[src/hw/pis_regs.svh]
// register offsets, field positions and reset values for the interrupt source block
`ifndef PIS_REGS_SVH
`define PIS_REGS_SVH
// offsets are register indices; byte address is four times the index
`define PIS_IDX_SER_CTRL 8'h0a
`define PIS_IDX_SER_STAT 8'h0b
`define PIS_IDX_SER_BUF 8'h0c
`define PIS_IDX_CNT_HI 8'h10
`define PIS_IDX_CNT_LO 8'h11
`define PIS_IDX_TMR_CTRL 8'h12
`define PIS_IDX_TMR_STAT 8'h13
`define PIS_IDX_CAP_HI 8'h14
`define PIS_IDX_CAP_LO 8'h15
`define PIS_IDX_CMP_HI 8'h16
`define PIS_IDX_CMP_LO 8'h17
`define PIS_IDX_ANA_CTRL 8'h1d
`define PIS_IDX_ANA_STAT 8'h1e
`define PIS_IDX_CPU_CTRL 8'h1f
// timer_ctrl fields
`define PIS_TC_CAP_IE 7
`define PIS_TC_CMP_IE 6
`define PIS_TC_OVF_IE 5
`define PIS_TC_EDGE 1
// timer_stat fields
`define PIS_TS_CAP 7
`define PIS_TS_CMP 6
`define PIS_TS_OVF 5
// serial_ctrl fields
`define PIS_SC_IE 7
`define PIS_SC_CLR 6
// serial_stat fields
`define PIS_SS_DONE 7
// analog_ctrl fields
`define PIS_AC_CAP_EN 7
`define PIS_AC_IE 6
// analog_stat fields
`define PIS_AS_F1 7
`define PIS_AS_F2 6
`define PIS_AS_CLR1 5
`define PIS_AS_CLR2 4
// cpu_ctrl fields
`define PIS_CC_MASK 0
// reset values
`define PIS_CNT_RESET 16'hfffc
`endif

[src/hw/pis_pkg.sv]
// types shared by the interrupt source block
package pis_pkg;
  typedef struct packed {
    logic [7:0] adr;
    logic we;
    logic [7:0] dat;
    logic rd;
    logic wr;
  } pis_acc_t;
  typedef struct packed {
    logic cap_en;
    logic cmp_en;
    logic ovf_en;
    logic edge_sel;
    logic cap_ev;
    logic cmp_ev;
    logic ovf_ev;
    logic tick;
  } pis_tmr_io_t;
  typedef struct packed {
    logic cap_flag;
    logic cmp_flag;
    logic ovf_flag;
    logic cap_armed;
    logic cmp_armed;
    logic ovf_armed;
    logic [7:0] ctrl;
  } pis_tmr_state_t;
endpackage : pis_pkg

[src/hw/pis_timer_flags.sv]
// timer capture, compare and overflow flags with their clearing sequences
`include "pis_regs.svh"
module pis_timer_flags (
  input wire logic clk_i, // system clock
  input wire logic rst_i, // synchronous reset, high
  input wire pis_pkg::pis_acc_t acc_i, // decoded bus access, one-cycle strobes
  input wire pis_pkg::pis_tmr_io_t ev_i, // timer events, one-cycle pulses
  output logic [7:0] ctrl_o, // timer_ctrl contents
  output logic [7:0] stat_o, // timer_stat contents
  output logic irq_o // gated timer request, before global mask
);
  pis_pkg::pis_tmr_state_t st_reg, st_next;

  function automatic logic hit(input pis_pkg::pis_acc_t a, input logic [7:0] idx);
    hit = (a.rd | a.wr) && (a.adr == idx);
  endfunction : hit

  always_comb begin
    st_next = st_reg;
    if (acc_i.wr && acc_i.adr == `PIS_IDX_TMR_CTRL) begin
      st_next.ctrl = acc_i.dat;
    end
    // status read arms clearing of flags set at that read
    if (acc_i.rd && acc_i.adr == `PIS_IDX_TMR_STAT) begin
      st_next.cap_armed = st_reg.cap_flag;
      st_next.cmp_armed = st_reg.cmp_flag;
      st_next.ovf_armed = st_reg.ovf_flag;
    end
    if (st_reg.cap_armed && acc_i.rd && acc_i.adr == `PIS_IDX_CAP_LO) begin
      st_next.cap_flag = 1'b0;
      st_next.cap_armed = 1'b0;
    end
    if (st_reg.cmp_armed && hit(acc_i, `PIS_IDX_CMP_LO)) begin
      st_next.cmp_flag = 1'b0;
      st_next.cmp_armed = 1'b0;
    end
    if (st_reg.ovf_armed && hit(acc_i, `PIS_IDX_CNT_LO)) begin
      st_next.ovf_flag = 1'b0;
      st_next.ovf_armed = 1'b0;
    end
    // a new event wins over a same-cycle clear
    if (ev_i.cap_ev) begin
      st_next.cap_flag = 1'b1;
    end
    if (ev_i.cmp_ev) begin
      st_next.cmp_flag = 1'b1;
    end
    if (ev_i.ovf_ev) begin
      st_next.ovf_flag = 1'b1;
    end
    if (rst_i) begin
      st_next.cap_flag = 1'b0;
      st_next.cmp_flag = 1'b0;
      st_next.ovf_flag = 1'b0;
      st_next.cap_armed = 1'b0;
      st_next.cmp_armed = 1'b0;
      st_next.ovf_armed = 1'b0;
      st_next.ctrl = st_reg.ctrl;
    end
  end

  always_ff @(posedge clk_i) begin
    st_reg <= st_next;
  end

  assign ctrl_o = st_reg.ctrl;
  assign stat_o = {st_reg.cap_flag, st_reg.cmp_flag, st_reg.ovf_flag, 5'h00};
  assign irq_o = (st_reg.cap_flag & st_reg.ctrl[`PIS_TC_CAP_IE])
    | (st_reg.cmp_flag & st_reg.ctrl[`PIS_TC_CMP_IE])
    | (st_reg.ovf_flag & st_reg.ctrl[`PIS_TC_OVF_IE]);
endmodule : pis_timer_flags

[src/hw/pis_top.sv]
// interrupt sources for timer, serial and analog peripherals with wishbone slave
`include "pis_regs.svh"
module pis_top (
  input wire logic clk_i, // system clock, 20 MHz
  input wire logic rst_i, // synchronous reset, high
  input wire logic cyc_i, // wishbone cycle
  input wire logic stb_i, // wishbone strobe
  input wire logic we_i, // wishbone write enable
  input wire logic [9:0] adr_i, // wishbone byte address
  input wire logic [3:0] sel_i, // wishbone byte selects
  input wire logic [31:0] dat_i, // wishbone write data
  output logic [31:0] dat_o, // wishbone read data
  output logic ack_o, // wishbone acknowledge
  output logic err_o, // wishbone error, unmapped address
  input wire logic ext_capture_i, // external capture pin
  input wire logic cmp_match_i, // timer compare event, same clock
  input wire logic cnt_wrap_i, // timer overflow event, same clock
  input wire logic serial_done_i, // serial transfer complete, same clock
  input wire logic cmp1_out_i, // comparator 1 digital output, async
  input wire logic cmp2_out_i, // comparator 2 digital output, async
  output logic capture_o, // pulse: timer capture taken
  output logic irq_o // request to processor
);
  typedef struct packed {
    logic ack;
    logic err;
    logic [31:0] rdat;
    logic [7:0] ser_ctrl;
    logic ser_flag;
    logic ser_armed;
    logic [7:0] ser_buf;
    logic [7:0] ana_ctrl;
    logic f1;
    logic f2;
    logic cpu_mask;
    logic [15:0] cap_val;
    logic [15:0] cmp_val;
    logic [15:0] cnt_val;
    logic [1:0] sync1;
    logic [1:0] sync2;
    logic [1:0] c_prev;
    logic [1:0] pin_sync;
    logic pin_prev;
    logic cap_pulse;
    logic irq;
  } pis_top_state_t;

  pis_top_state_t st_reg, st_next;
  pis_pkg::pis_acc_t acc;
  pis_pkg::pis_tmr_io_t tio;
  logic [7:0] tctrl;
  logic [7:0] tstat;
  logic tirq;
  logic req;
  logic [7:0] idx;
  logic mapped;
  logic pin_edge;
  logic c2_rise;

  function automatic logic is_idx(input logic [7:0] i, input logic [7:0] want);
    is_idx = (i == want);
  endfunction : is_idx

  assign idx = adr_i[9:2];
  assign req = cyc_i & stb_i & ~st_reg.ack & ~st_reg.err;
  assign mapped = is_idx(idx, `PIS_IDX_SER_CTRL) | is_idx(idx, `PIS_IDX_SER_STAT)
    | is_idx(idx, `PIS_IDX_SER_BUF) | is_idx(idx, `PIS_IDX_CNT_HI)
    | is_idx(idx, `PIS_IDX_CNT_LO) | is_idx(idx, `PIS_IDX_TMR_CTRL)
    | is_idx(idx, `PIS_IDX_TMR_STAT) | is_idx(idx, `PIS_IDX_CAP_HI)
    | is_idx(idx, `PIS_IDX_CAP_LO) | is_idx(idx, `PIS_IDX_CMP_HI)
    | is_idx(idx, `PIS_IDX_CMP_LO) | is_idx(idx, `PIS_IDX_ANA_CTRL)
    | is_idx(idx, `PIS_IDX_ANA_STAT) | is_idx(idx, `PIS_IDX_CPU_CTRL);

  // accesses take effect once, in the request's first cycle; byte lane 0 carries data
  always_comb begin
    acc.adr = idx;
    acc.we = we_i;
    acc.dat = dat_i[7:0];
    acc.rd = req & mapped & ~we_i;
    acc.wr = req & mapped & we_i & sel_i[0];
  end

  // edge select picks which pin edge captures
  assign pin_edge = tctrl[`PIS_TC_EDGE] ? (st_reg.pin_sync[1] & ~st_reg.pin_prev)
                                         : (~st_reg.pin_sync[1] & st_reg.pin_prev);
  // comparator output reports positive above negative
  assign c2_rise = st_reg.sync2[1] & ~st_reg.c_prev[1];

  always_comb begin
    tio.cap_en = tctrl[`PIS_TC_CAP_IE];
    tio.cmp_en = tctrl[`PIS_TC_CMP_IE];
    tio.ovf_en = tctrl[`PIS_TC_OVF_IE];
    tio.edge_sel = tctrl[`PIS_TC_EDGE];
    tio.cap_ev = pin_edge | (c2_rise & st_reg.ana_ctrl[`PIS_AC_CAP_EN]);
    tio.cmp_ev = cmp_match_i;
    tio.ovf_ev = cnt_wrap_i;
    tio.tick = 1'b0;
  end

  pis_timer_flags u_tmr (
    .clk_i(clk_i),
    .rst_i(rst_i),
    .acc_i(acc),
    .ev_i(tio),
    .ctrl_o(tctrl),
    .stat_o(tstat),
    .irq_o(tirq)
  );

  always_comb begin
    st_next = st_reg;
    st_next.ack = req & mapped;
    st_next.err = req & ~mapped;
    st_next.cap_pulse = tio.cap_ev;
    st_next.rdat = 32'h0000_0000;
    // comparator and pin inputs pass two flops before use
    st_next.sync1 = {st_reg.sync1[0], cmp1_out_i};
    st_next.sync2 = {st_reg.sync2[0], cmp2_out_i};
    st_next.c_prev = {st_reg.sync2[1], st_reg.sync1[1]};
    st_next.pin_sync = {st_reg.pin_sync[0], ext_capture_i};
    st_next.pin_prev = st_reg.pin_sync[1];
    if (tio.cap_ev) begin
      st_next.cap_val = st_reg.cnt_val;
    end
    // simple free-running counter, wraps drive nothing here
    st_next.cnt_val = st_reg.cnt_val + 16'h0001;
    if (acc.rd) begin
      case (idx)
        `PIS_IDX_SER_CTRL: st_next.rdat = {24'h000000, st_reg.ser_ctrl};
        `PIS_IDX_SER_STAT: st_next.rdat = {24'h000000, st_reg.ser_flag, 7'h00};
        `PIS_IDX_SER_BUF: st_next.rdat = {24'h000000, st_reg.ser_buf};
        `PIS_IDX_CNT_HI: st_next.rdat = {24'h000000, st_reg.cnt_val[15:8]};
        `PIS_IDX_CNT_LO: st_next.rdat = {24'h000000, st_reg.cnt_val[7:0]};
        `PIS_IDX_TMR_CTRL: st_next.rdat = {24'h000000, tctrl};
        `PIS_IDX_TMR_STAT: st_next.rdat = {24'h000000, tstat};
        `PIS_IDX_CAP_HI: st_next.rdat = {24'h000000, st_reg.cap_val[15:8]};
        `PIS_IDX_CAP_LO: st_next.rdat = {24'h000000, st_reg.cap_val[7:0]};
        `PIS_IDX_CMP_HI: st_next.rdat = {24'h000000, st_reg.cmp_val[15:8]};
        `PIS_IDX_CMP_LO: st_next.rdat = {24'h000000, st_reg.cmp_val[7:0]};
        `PIS_IDX_ANA_CTRL: st_next.rdat = {24'h000000, st_reg.ana_ctrl};
        `PIS_IDX_ANA_STAT: st_next.rdat = {24'h000000, st_reg.f1, st_reg.f2, 6'h00};
        `PIS_IDX_CPU_CTRL: st_next.rdat = {31'h00000000, st_reg.cpu_mask};
        default: st_next.rdat = 32'h0000_0000;
      endcase
    end
    // serial status read arms the clear
    if (acc.rd && idx == `PIS_IDX_SER_STAT) begin
      st_next.ser_armed = st_reg.ser_flag;
    end
    // data read or write completes clear
    if (st_reg.ser_armed && (acc.rd || acc.wr) && idx == `PIS_IDX_SER_BUF) begin
      st_next.ser_flag = 1'b0;
      st_next.ser_armed = 1'b0;
    end
    if (acc.wr) begin
      case (idx)
        `PIS_IDX_SER_CTRL: begin
          // clear bit is write-only, reads zero
          st_next.ser_ctrl = {acc.dat[7], 1'b0, acc.dat[5:0]};
          if (acc.dat[`PIS_SC_CLR]) begin
            st_next.ser_flag = 1'b0;
            st_next.ser_armed = 1'b0;
          end
        end
        `PIS_IDX_SER_BUF: st_next.ser_buf = acc.dat;
        `PIS_IDX_CNT_LO: st_next.cnt_val = `PIS_CNT_RESET;
        `PIS_IDX_CMP_HI: st_next.cmp_val[15:8] = acc.dat;
        `PIS_IDX_CMP_LO: st_next.cmp_val[7:0] = acc.dat;
        `PIS_IDX_ANA_CTRL: st_next.ana_ctrl = acc.dat;
        `PIS_IDX_ANA_STAT: begin
          if (acc.dat[`PIS_AS_CLR1]) begin
            st_next.f1 = 1'b0;
          end
          if (acc.dat[`PIS_AS_CLR2]) begin
            st_next.f2 = 1'b0;
          end
        end
        `PIS_IDX_CPU_CTRL: st_next.cpu_mask = acc.dat[`PIS_CC_MASK];
        default: st_next.ser_buf = st_reg.ser_buf;
      endcase
    end
    // flags set on comparator output, set wins over clear
    if (st_reg.sync1[1]) begin
      st_next.f1 = 1'b1;
    end
    if (st_reg.sync2[1]) begin
      st_next.f2 = 1'b1;
    end
    // serial done sets flag, wins over clear
    if (serial_done_i) begin
      st_next.ser_flag = 1'b1;
    end
    st_next.irq = ~st_reg.cpu_mask & (tirq
      | (st_reg.ser_flag & st_reg.ser_ctrl[`PIS_SC_IE])
      | ((st_reg.f1 | st_reg.f2) & st_reg.ana_ctrl[`PIS_AC_IE]));
    if (rst_i) begin
      st_next = '0;
      // mask set at reset like the processor's own mask
      st_next.cpu_mask = 1'b1;
      st_next.cnt_val = `PIS_CNT_RESET;
      st_next.f1 = 1'b0;
      st_next.f2 = 1'b0;
      // buffer and captured/compare values survive reset
      st_next.ser_buf = st_reg.ser_buf;
      st_next.cap_val = st_reg.cap_val;
      st_next.cmp_val = st_reg.cmp_val;
    end
  end

  always_ff @(posedge clk_i) begin
    st_reg <= st_next;
  end

  assign dat_o = st_reg.rdat;
  assign ack_o = st_reg.ack;
  assign err_o = st_reg.err;
  assign capture_o = st_reg.cap_pulse;
  assign irq_o = st_reg.irq;
endmodule : pis_top

[config.mk]
export PLATFORM = sky130hd
export DESIGN_NAME = pis_top
export DESIGN_NICKNAME = d
export VERILOG_FILES = /design/src/hw/pis_pkg.sv /design/src/hw/pis_timer_flags.sv /design/src/hw/pis_top.sv
export VERILOG_INCLUDE_DIRS = /design/src /design/src/hw
export SDC_FILE = /design/constraint.sdc
export NUM_CORES = 1
export LEC_CHECK = 0
export ABC_AREA = 1
export BUFFER_PORTS_ARGS = -buffer_cell sky130_fd_sc_hd__buf_2
export CORE_MARGIN = 10
export CORE_UTILIZATION = 25
export CTS_CLUSTER_SIZE = 16
export DETAILED_ROUTE_END_ITERATION = 6
export HOLD_SLACK_MARGIN = 0.12
export SYNTH_ARGS = -nofsm -noshare
export SYNTH_HDL_FRONTEND = slang
export SYNTH_SLANG_ARGS = --single-unit
[constraint.sdc]
create_clock -name clk_i -period 2.3 [get_ports clk_i]
set_clock_uncertainty 0.05 [all_clocks]
set_input_delay 0.23 -clock clk_i [delete_from_list [all_inputs] [get_ports clk_i]]
set_output_delay 0.23 -clock clk_i [all_outputs]
set_load 0.02 [all_outputs]
[After elaboration in Yosys (flattened, before gate mapping)]
Cells that the tools add are included.
Word-level totals
  word-level logic and storage cells: 151
  bits in registers: 135
  output and inout port bits: 36
  bits of input ports: 57
Operators by class
  muxes and demuxes: 24
  $add $sub $neg: 1
  equal/unequal tests: 14
  bitwise gates (word level): 48
  reduce and logical (&&, ||, !) cells: 35
Operator list (count)
  $pmux W8 S14: 1
  $eq A8 B5 Y1 const B: 11
  $mux W16: 2
  $eq A8 B4 Y1 const B: 3
  $mux W21: 1
  $or A1 B1 Y1: 20
  $and A1 B1 Y1: 18
  $reduce_bool A2 Y1: 9
  $add A16 B1 Y16 const B: 1
  $mux W8: 2
  $reduce_and A3 Y1: 5
  $mux W1: 14
  $logic_and A1 B1 Y1: 11
  $not A1 Y1: 10
  $reduce_and A2 Y1: 5
  $mux W2: 4
  $reduce_or A2 Y1: 4
  $logic_or A1 B1 Y1: 1

[Longest topological paths before layout]
  depth in word-level cells: 25
  depth in mapped cells: 15
  depth with buffers taken out: 14

[Cells and area by module]
A second synthesis with hierarchy kept.
Second synthesis, totals
  cell total of the unflattened synthesis: 618
  area, all modules: 5286.3 µm²
By module, submodules not included
  pis_top: area an instance 4480.5 µm², cells each 516, seq. area each 2322.2 µm², instances 1
  pis_timer_flags: area an instance 805.8 µm², cells each 102, seq. area each 360.3 µm², instances 1

[Worst setup path after synthesis]
OpenSTA, ideal clock, no wires.
  path kind: input to register
  start: input port adr_i[7]
  end: register u_tmr.st_reg, in the netlist u_tmr.ctrl_o[0], enable pin
  arrival: 1.573 ns
  path slack: 0.307 ns
  data required time: 1.880 ns
  buffers on the path: 1
  stages on the path: 12
  setup time: 0.370 ns
  cell sequence: inv_1 nand2_1 nor2_4 buf_6 o21ai_0 nand2_1 nor2_1 nand2_2 nand2_2 nor2_2 nand2_1 nor2_1
Between the ends
  word-level cells in the longest chain between the ends: 19
  elaborated cells between the ends (all ways): 32
  those cells by class: eq/ne (14); bitwise (16); reduce/logical (2)
RTL lines
  start: declaration: RTL line pis_top.sv:9  | input wire logic [9:0] adr_i,
  $eq A8 B4 Y1: RTL line pis_top.sv:61  | is_idx = (i == want);
  $or A1 B1 Y1 (13 in series): RTL line pis_top.sv:66  | assign mapped = is_idx(idx, `PIS_IDX_SER_CTRL) | is_idx(idx, `PIS_IDX_SER_STAT)
  $and A1 B1 Y1 (3 in series): RTL line pis_top.sv:80  | acc.wr = req & mapped & we_i & sel_i[0];
  $logic_and A1 B1 Y1 (no line) (*)
  $reduce_and A2 Y1 (no line) (*)
  end signal: assignment: RTL line pis_timer_flags.sv:63  | st_reg <= st_next;
  end: declaration: RTL line pis_timer_flags.sv:12  | pis_pkg::pis_tmr_state_t st_reg, st_next;
Every way passes the cells marked *; elsewhere a longest branch is shown, timed or not.
A chain may end at the register's enable or synchronous reset.

[Worst setup path after layout]
  start: register st_reg[11] (netlist name)
  end: register st_reg[26] (netlist name)
Between the ends
  word-level cells in the longest chain between the ends: 3
RTL lines
  start: declaration: RTL line pis_top.sv:48  | pis_top_state_t st_reg, st_next;
  start signal: assignment: RTL line pis_top.sv:211  | st_reg <= st_next;
  $add A16 B1 Y16 (*): RTL line pis_top.sv:126  | st_next.cnt_val = st_reg.cnt_val + 16'h0001;
  $mux W16: RTL line pis_top.sv:156  | case (idx)
  $mux W16 (*): RTL line pis_top.sv:155  | if (acc.wr) begin
Marks and branches as above.

==> results.ini <==
[status]
status=finished clean

[global_routing]
grt_max_degree=18
grtUsageTotal_pct=10.05
antenna_found_initial=0
use_met3_pct=3.279
use_met2_pct=14.83
busiest_layer=met2
grt_pass1_wl_um=20330
grt_pass1_vias=3699
grt-ovfl-total=0
grtUsageMet1_pct=13.12

[floorplan]
design.core.area_um2=19530
dieHeight_um=161.3
dieWidth_um=161.3
io_pins=93
start_util_pct=25.57
std_cell_rows=51
dieArea_um2=26020

[yosys]
synth_edf_count=48
synth-main-ff-cell=dfxtp_1
synthesis.area_um2=4992
async_flop_share_pct=0
syn_avg_cell_area_um2=8.743
yosysWarnings=0
synth_cell_types=44
syn_inst=571
synth_top_cell_area_share_pct=28.87
synth_seq_cells=110
synthTopCellsByArea=edfxtp_1 29%, dfxtp_1 25%, nand2_1 8.6%, nor2_1 6.3%, buf_4 4.8%
yosysTopAreaCell=edfxtp_1
yosysSeqAreaShare_pct=53.73

[finish]
final_layout_size_suffix_gt1_share_pct=16.17
num-fill-cells=2110
layout.nets=690
fin_util_pct=29.89
diodes=0
syn2layout_area_growth_pct=16.89
largest_reg_flops=84

[pwr]
p_per_area_nw_per_um2=669.5
max-vdd-ir-drop_v=0.0002727
leakage_nw=2.534

[worst_setup_path]
crit_top_cell=nand3_1
crit_slowest_cell=dfxtp_1
required_ns=2.50
critPathArrivalTime_ns=2.12
crit_fanout=5
path_buf_inv=1
worstSetupStartpointType=flip-flop
cpPeakStageDelay_ns=0.47
cp-end-kind=flip-flop
crit_type=reg -> reg
cp_top_family=simple AND/OR/NAND/NOR gates
cp_cell_sequence=nand3_1, nor3_2, nand3_1, nor2_1, inv_1, nor3_2, nand3_1, xor2_1, nand2_1

[drt]
drc_errors=0
drt.antenna.violating_nets=0
drt_wl_total_um=13070
wl_per_cell_um=14.49
dr.pass1.iters=5
via_per_inst=4.347
vias=3921
drt-initial-drc-count=296

[clock_network]
clk_pin_slew_ns=0.08
cts_setup_buffers=0
cts_resized=0
cts_sinks=110
ctsLongestPathBuffers=2
h-tree-depth=3
cts_tree=built
root_buffer=clkbuf_16
cts_made_buffers=9
worst_skew_pair.late_latency_ns=0.36

[sta]
final-hold-violation-count=0
finalCriticalPeriod_ns=1.927
period_share_pct=83.79
setup_viol=0
rsz0062_at_grt=no
max_freq_mhz=518.9
finalHoldWorstSlack_ns=0.1348
timing.final.max_slew_violations=0
tns_ns=0

[flow_run]
drv_cap=0

[placement]
io_buffers=39
dpl.hpwl_um=9771
gp_congestion=0.8925

[min_path]
min_path_type=in -> reg

## path summary, 6_finish.rpt
kind | from | endpoint | slack (ns) | cells after the start
worst max-delay path | st_reg[11]$_SDFF_PP0_ | st_reg[26]$_SDFF_PP1_ | 0.37 | 9
worst min-delay path | dat_i[3] | u_tmr.ctrl_o[3]$_DFFE_PP_ | 0.13 | 1
worst max register to register | st_reg[11]$_SDFF_PP0_ | st_reg[26]$_SDFF_PP1_ | 0.37 | 9
worst min register to register | st_reg[7]$_SDFF_PP0_ | st_reg[8]$_SDFF_PP0_ | 0.34 | 2
## kinds of logic (layout without fill, tap and decap cells)
| kind of cell | after synthesis | count (layout) | share of synthesized area, % |
|---|---|---|---|
| compound gates | 66 | 66 | 8.496 |
| xor+xnor | 9 | 9 | 1.579 |
| fa+ha+maj | 1 | 1 | 0.2506 |
| buf+inv | 105 | 148 | 10.63 |
| flops | 110 | 110 | 53.73 |
| other cells | 1 | 24 | 0.07512 |
| simple gates | 279 | 279 | 25.24 |
## cell type report
class	count	area [µm²]	area share [%]
clock buffers	13	271.5	4.653
clock inverters	3	16.27	0.2787
inverters	66	247.7	4.245
multi-input cells	379	1866	31.97
flip-flops and latches	110	2683	45.97
well taps	265	331.6	5.682
repair buffers	66	420.4	7.204
## cell usage in the layout (no fill, tap or decap), drive strengths merged, types with 5 or more instances in the layout
cell type,netlist,final
nand2,123,123
nor2,97,97
inv,65,66
dfxtp,62,62
buf,36,57
edfxtp,48,48
nand3,38,38
o21ai,32,32
conb,1,24
clkbuf,3,13
a221oi,10,10
dlygate4sd3,0,9
nand4,8,8
xor2,8,8
a31oi,8,8
nor3,7,7
a21oi,5,5
## where the power goes
group / switching (mW) / internal (mW) / total, mW
combinational: 0.181 / 0.0850 / 0.266
clock: 0.705 / 0.829 / 1.53
sequential: 0.0344 / 2.07 / 2.11
## synthesized netlist by cell type (2+ instances only)
library cell / number
nor2_2: 7
nand2_1: 114
a31oi_1: 8
o2111ai_1: 3
nand2_2: 8
dfxtp_1: 62
nor3_2: 2
inv_2: 5
nor2_1: 84
edfxtp_1: 48
a221oi_1: 10
nand3_2: 2
nor3_1: 5
buf_4: 32
xor2_1: 8
nand3_1: 36
a21oi_1: 5
nor2_4: 5
o21ai_1: 9
o21ai_0: 23
o2111a_1: 3
buf_6: 2
nand4_1: 8
inv_1: 60
clkbuf_1: 3
## worst reg2reg max path, delay by kind of cell (launching register included)
family                 cells  cell delay [ns]
buffers and inverters      1             0.09
AND/OR/NAND/NOR            7             1.06
flip-flops                 1             0.47
XOR/XNOR                   1             0.16
## through the flow
stage	area (µm²)	cells	total power [mW]	setup slack, ns
after floorplan	5079	594	2.338	0.3068
after global placement	5458	877	2.400	0.1242
after detailed placement	5458	877	2.403	0.1182
after CTS	5836	902	3.942	0.3911
after global routing	5836	902	4.065	0.1875
final	5836	902	3.907	0.3728
## timing repair
item | CTS | global route
endpoints found under the hold margin | 18 | 0
hold buffers | 9 | 0
endpoints found under the setup margin | 0 | 0
## per-layer routing
| metal | part of all wire (%) | wire [µm] |
|---|---|---|
| met1 | 46 | 6031 |
| met5 | 0 | 0 |
| met4 | 2.1 | 268 |
| met2 | 43 | 5643 |
| met3 | 8.6 | 1122 |
Power figures use the tool's default switching activity.
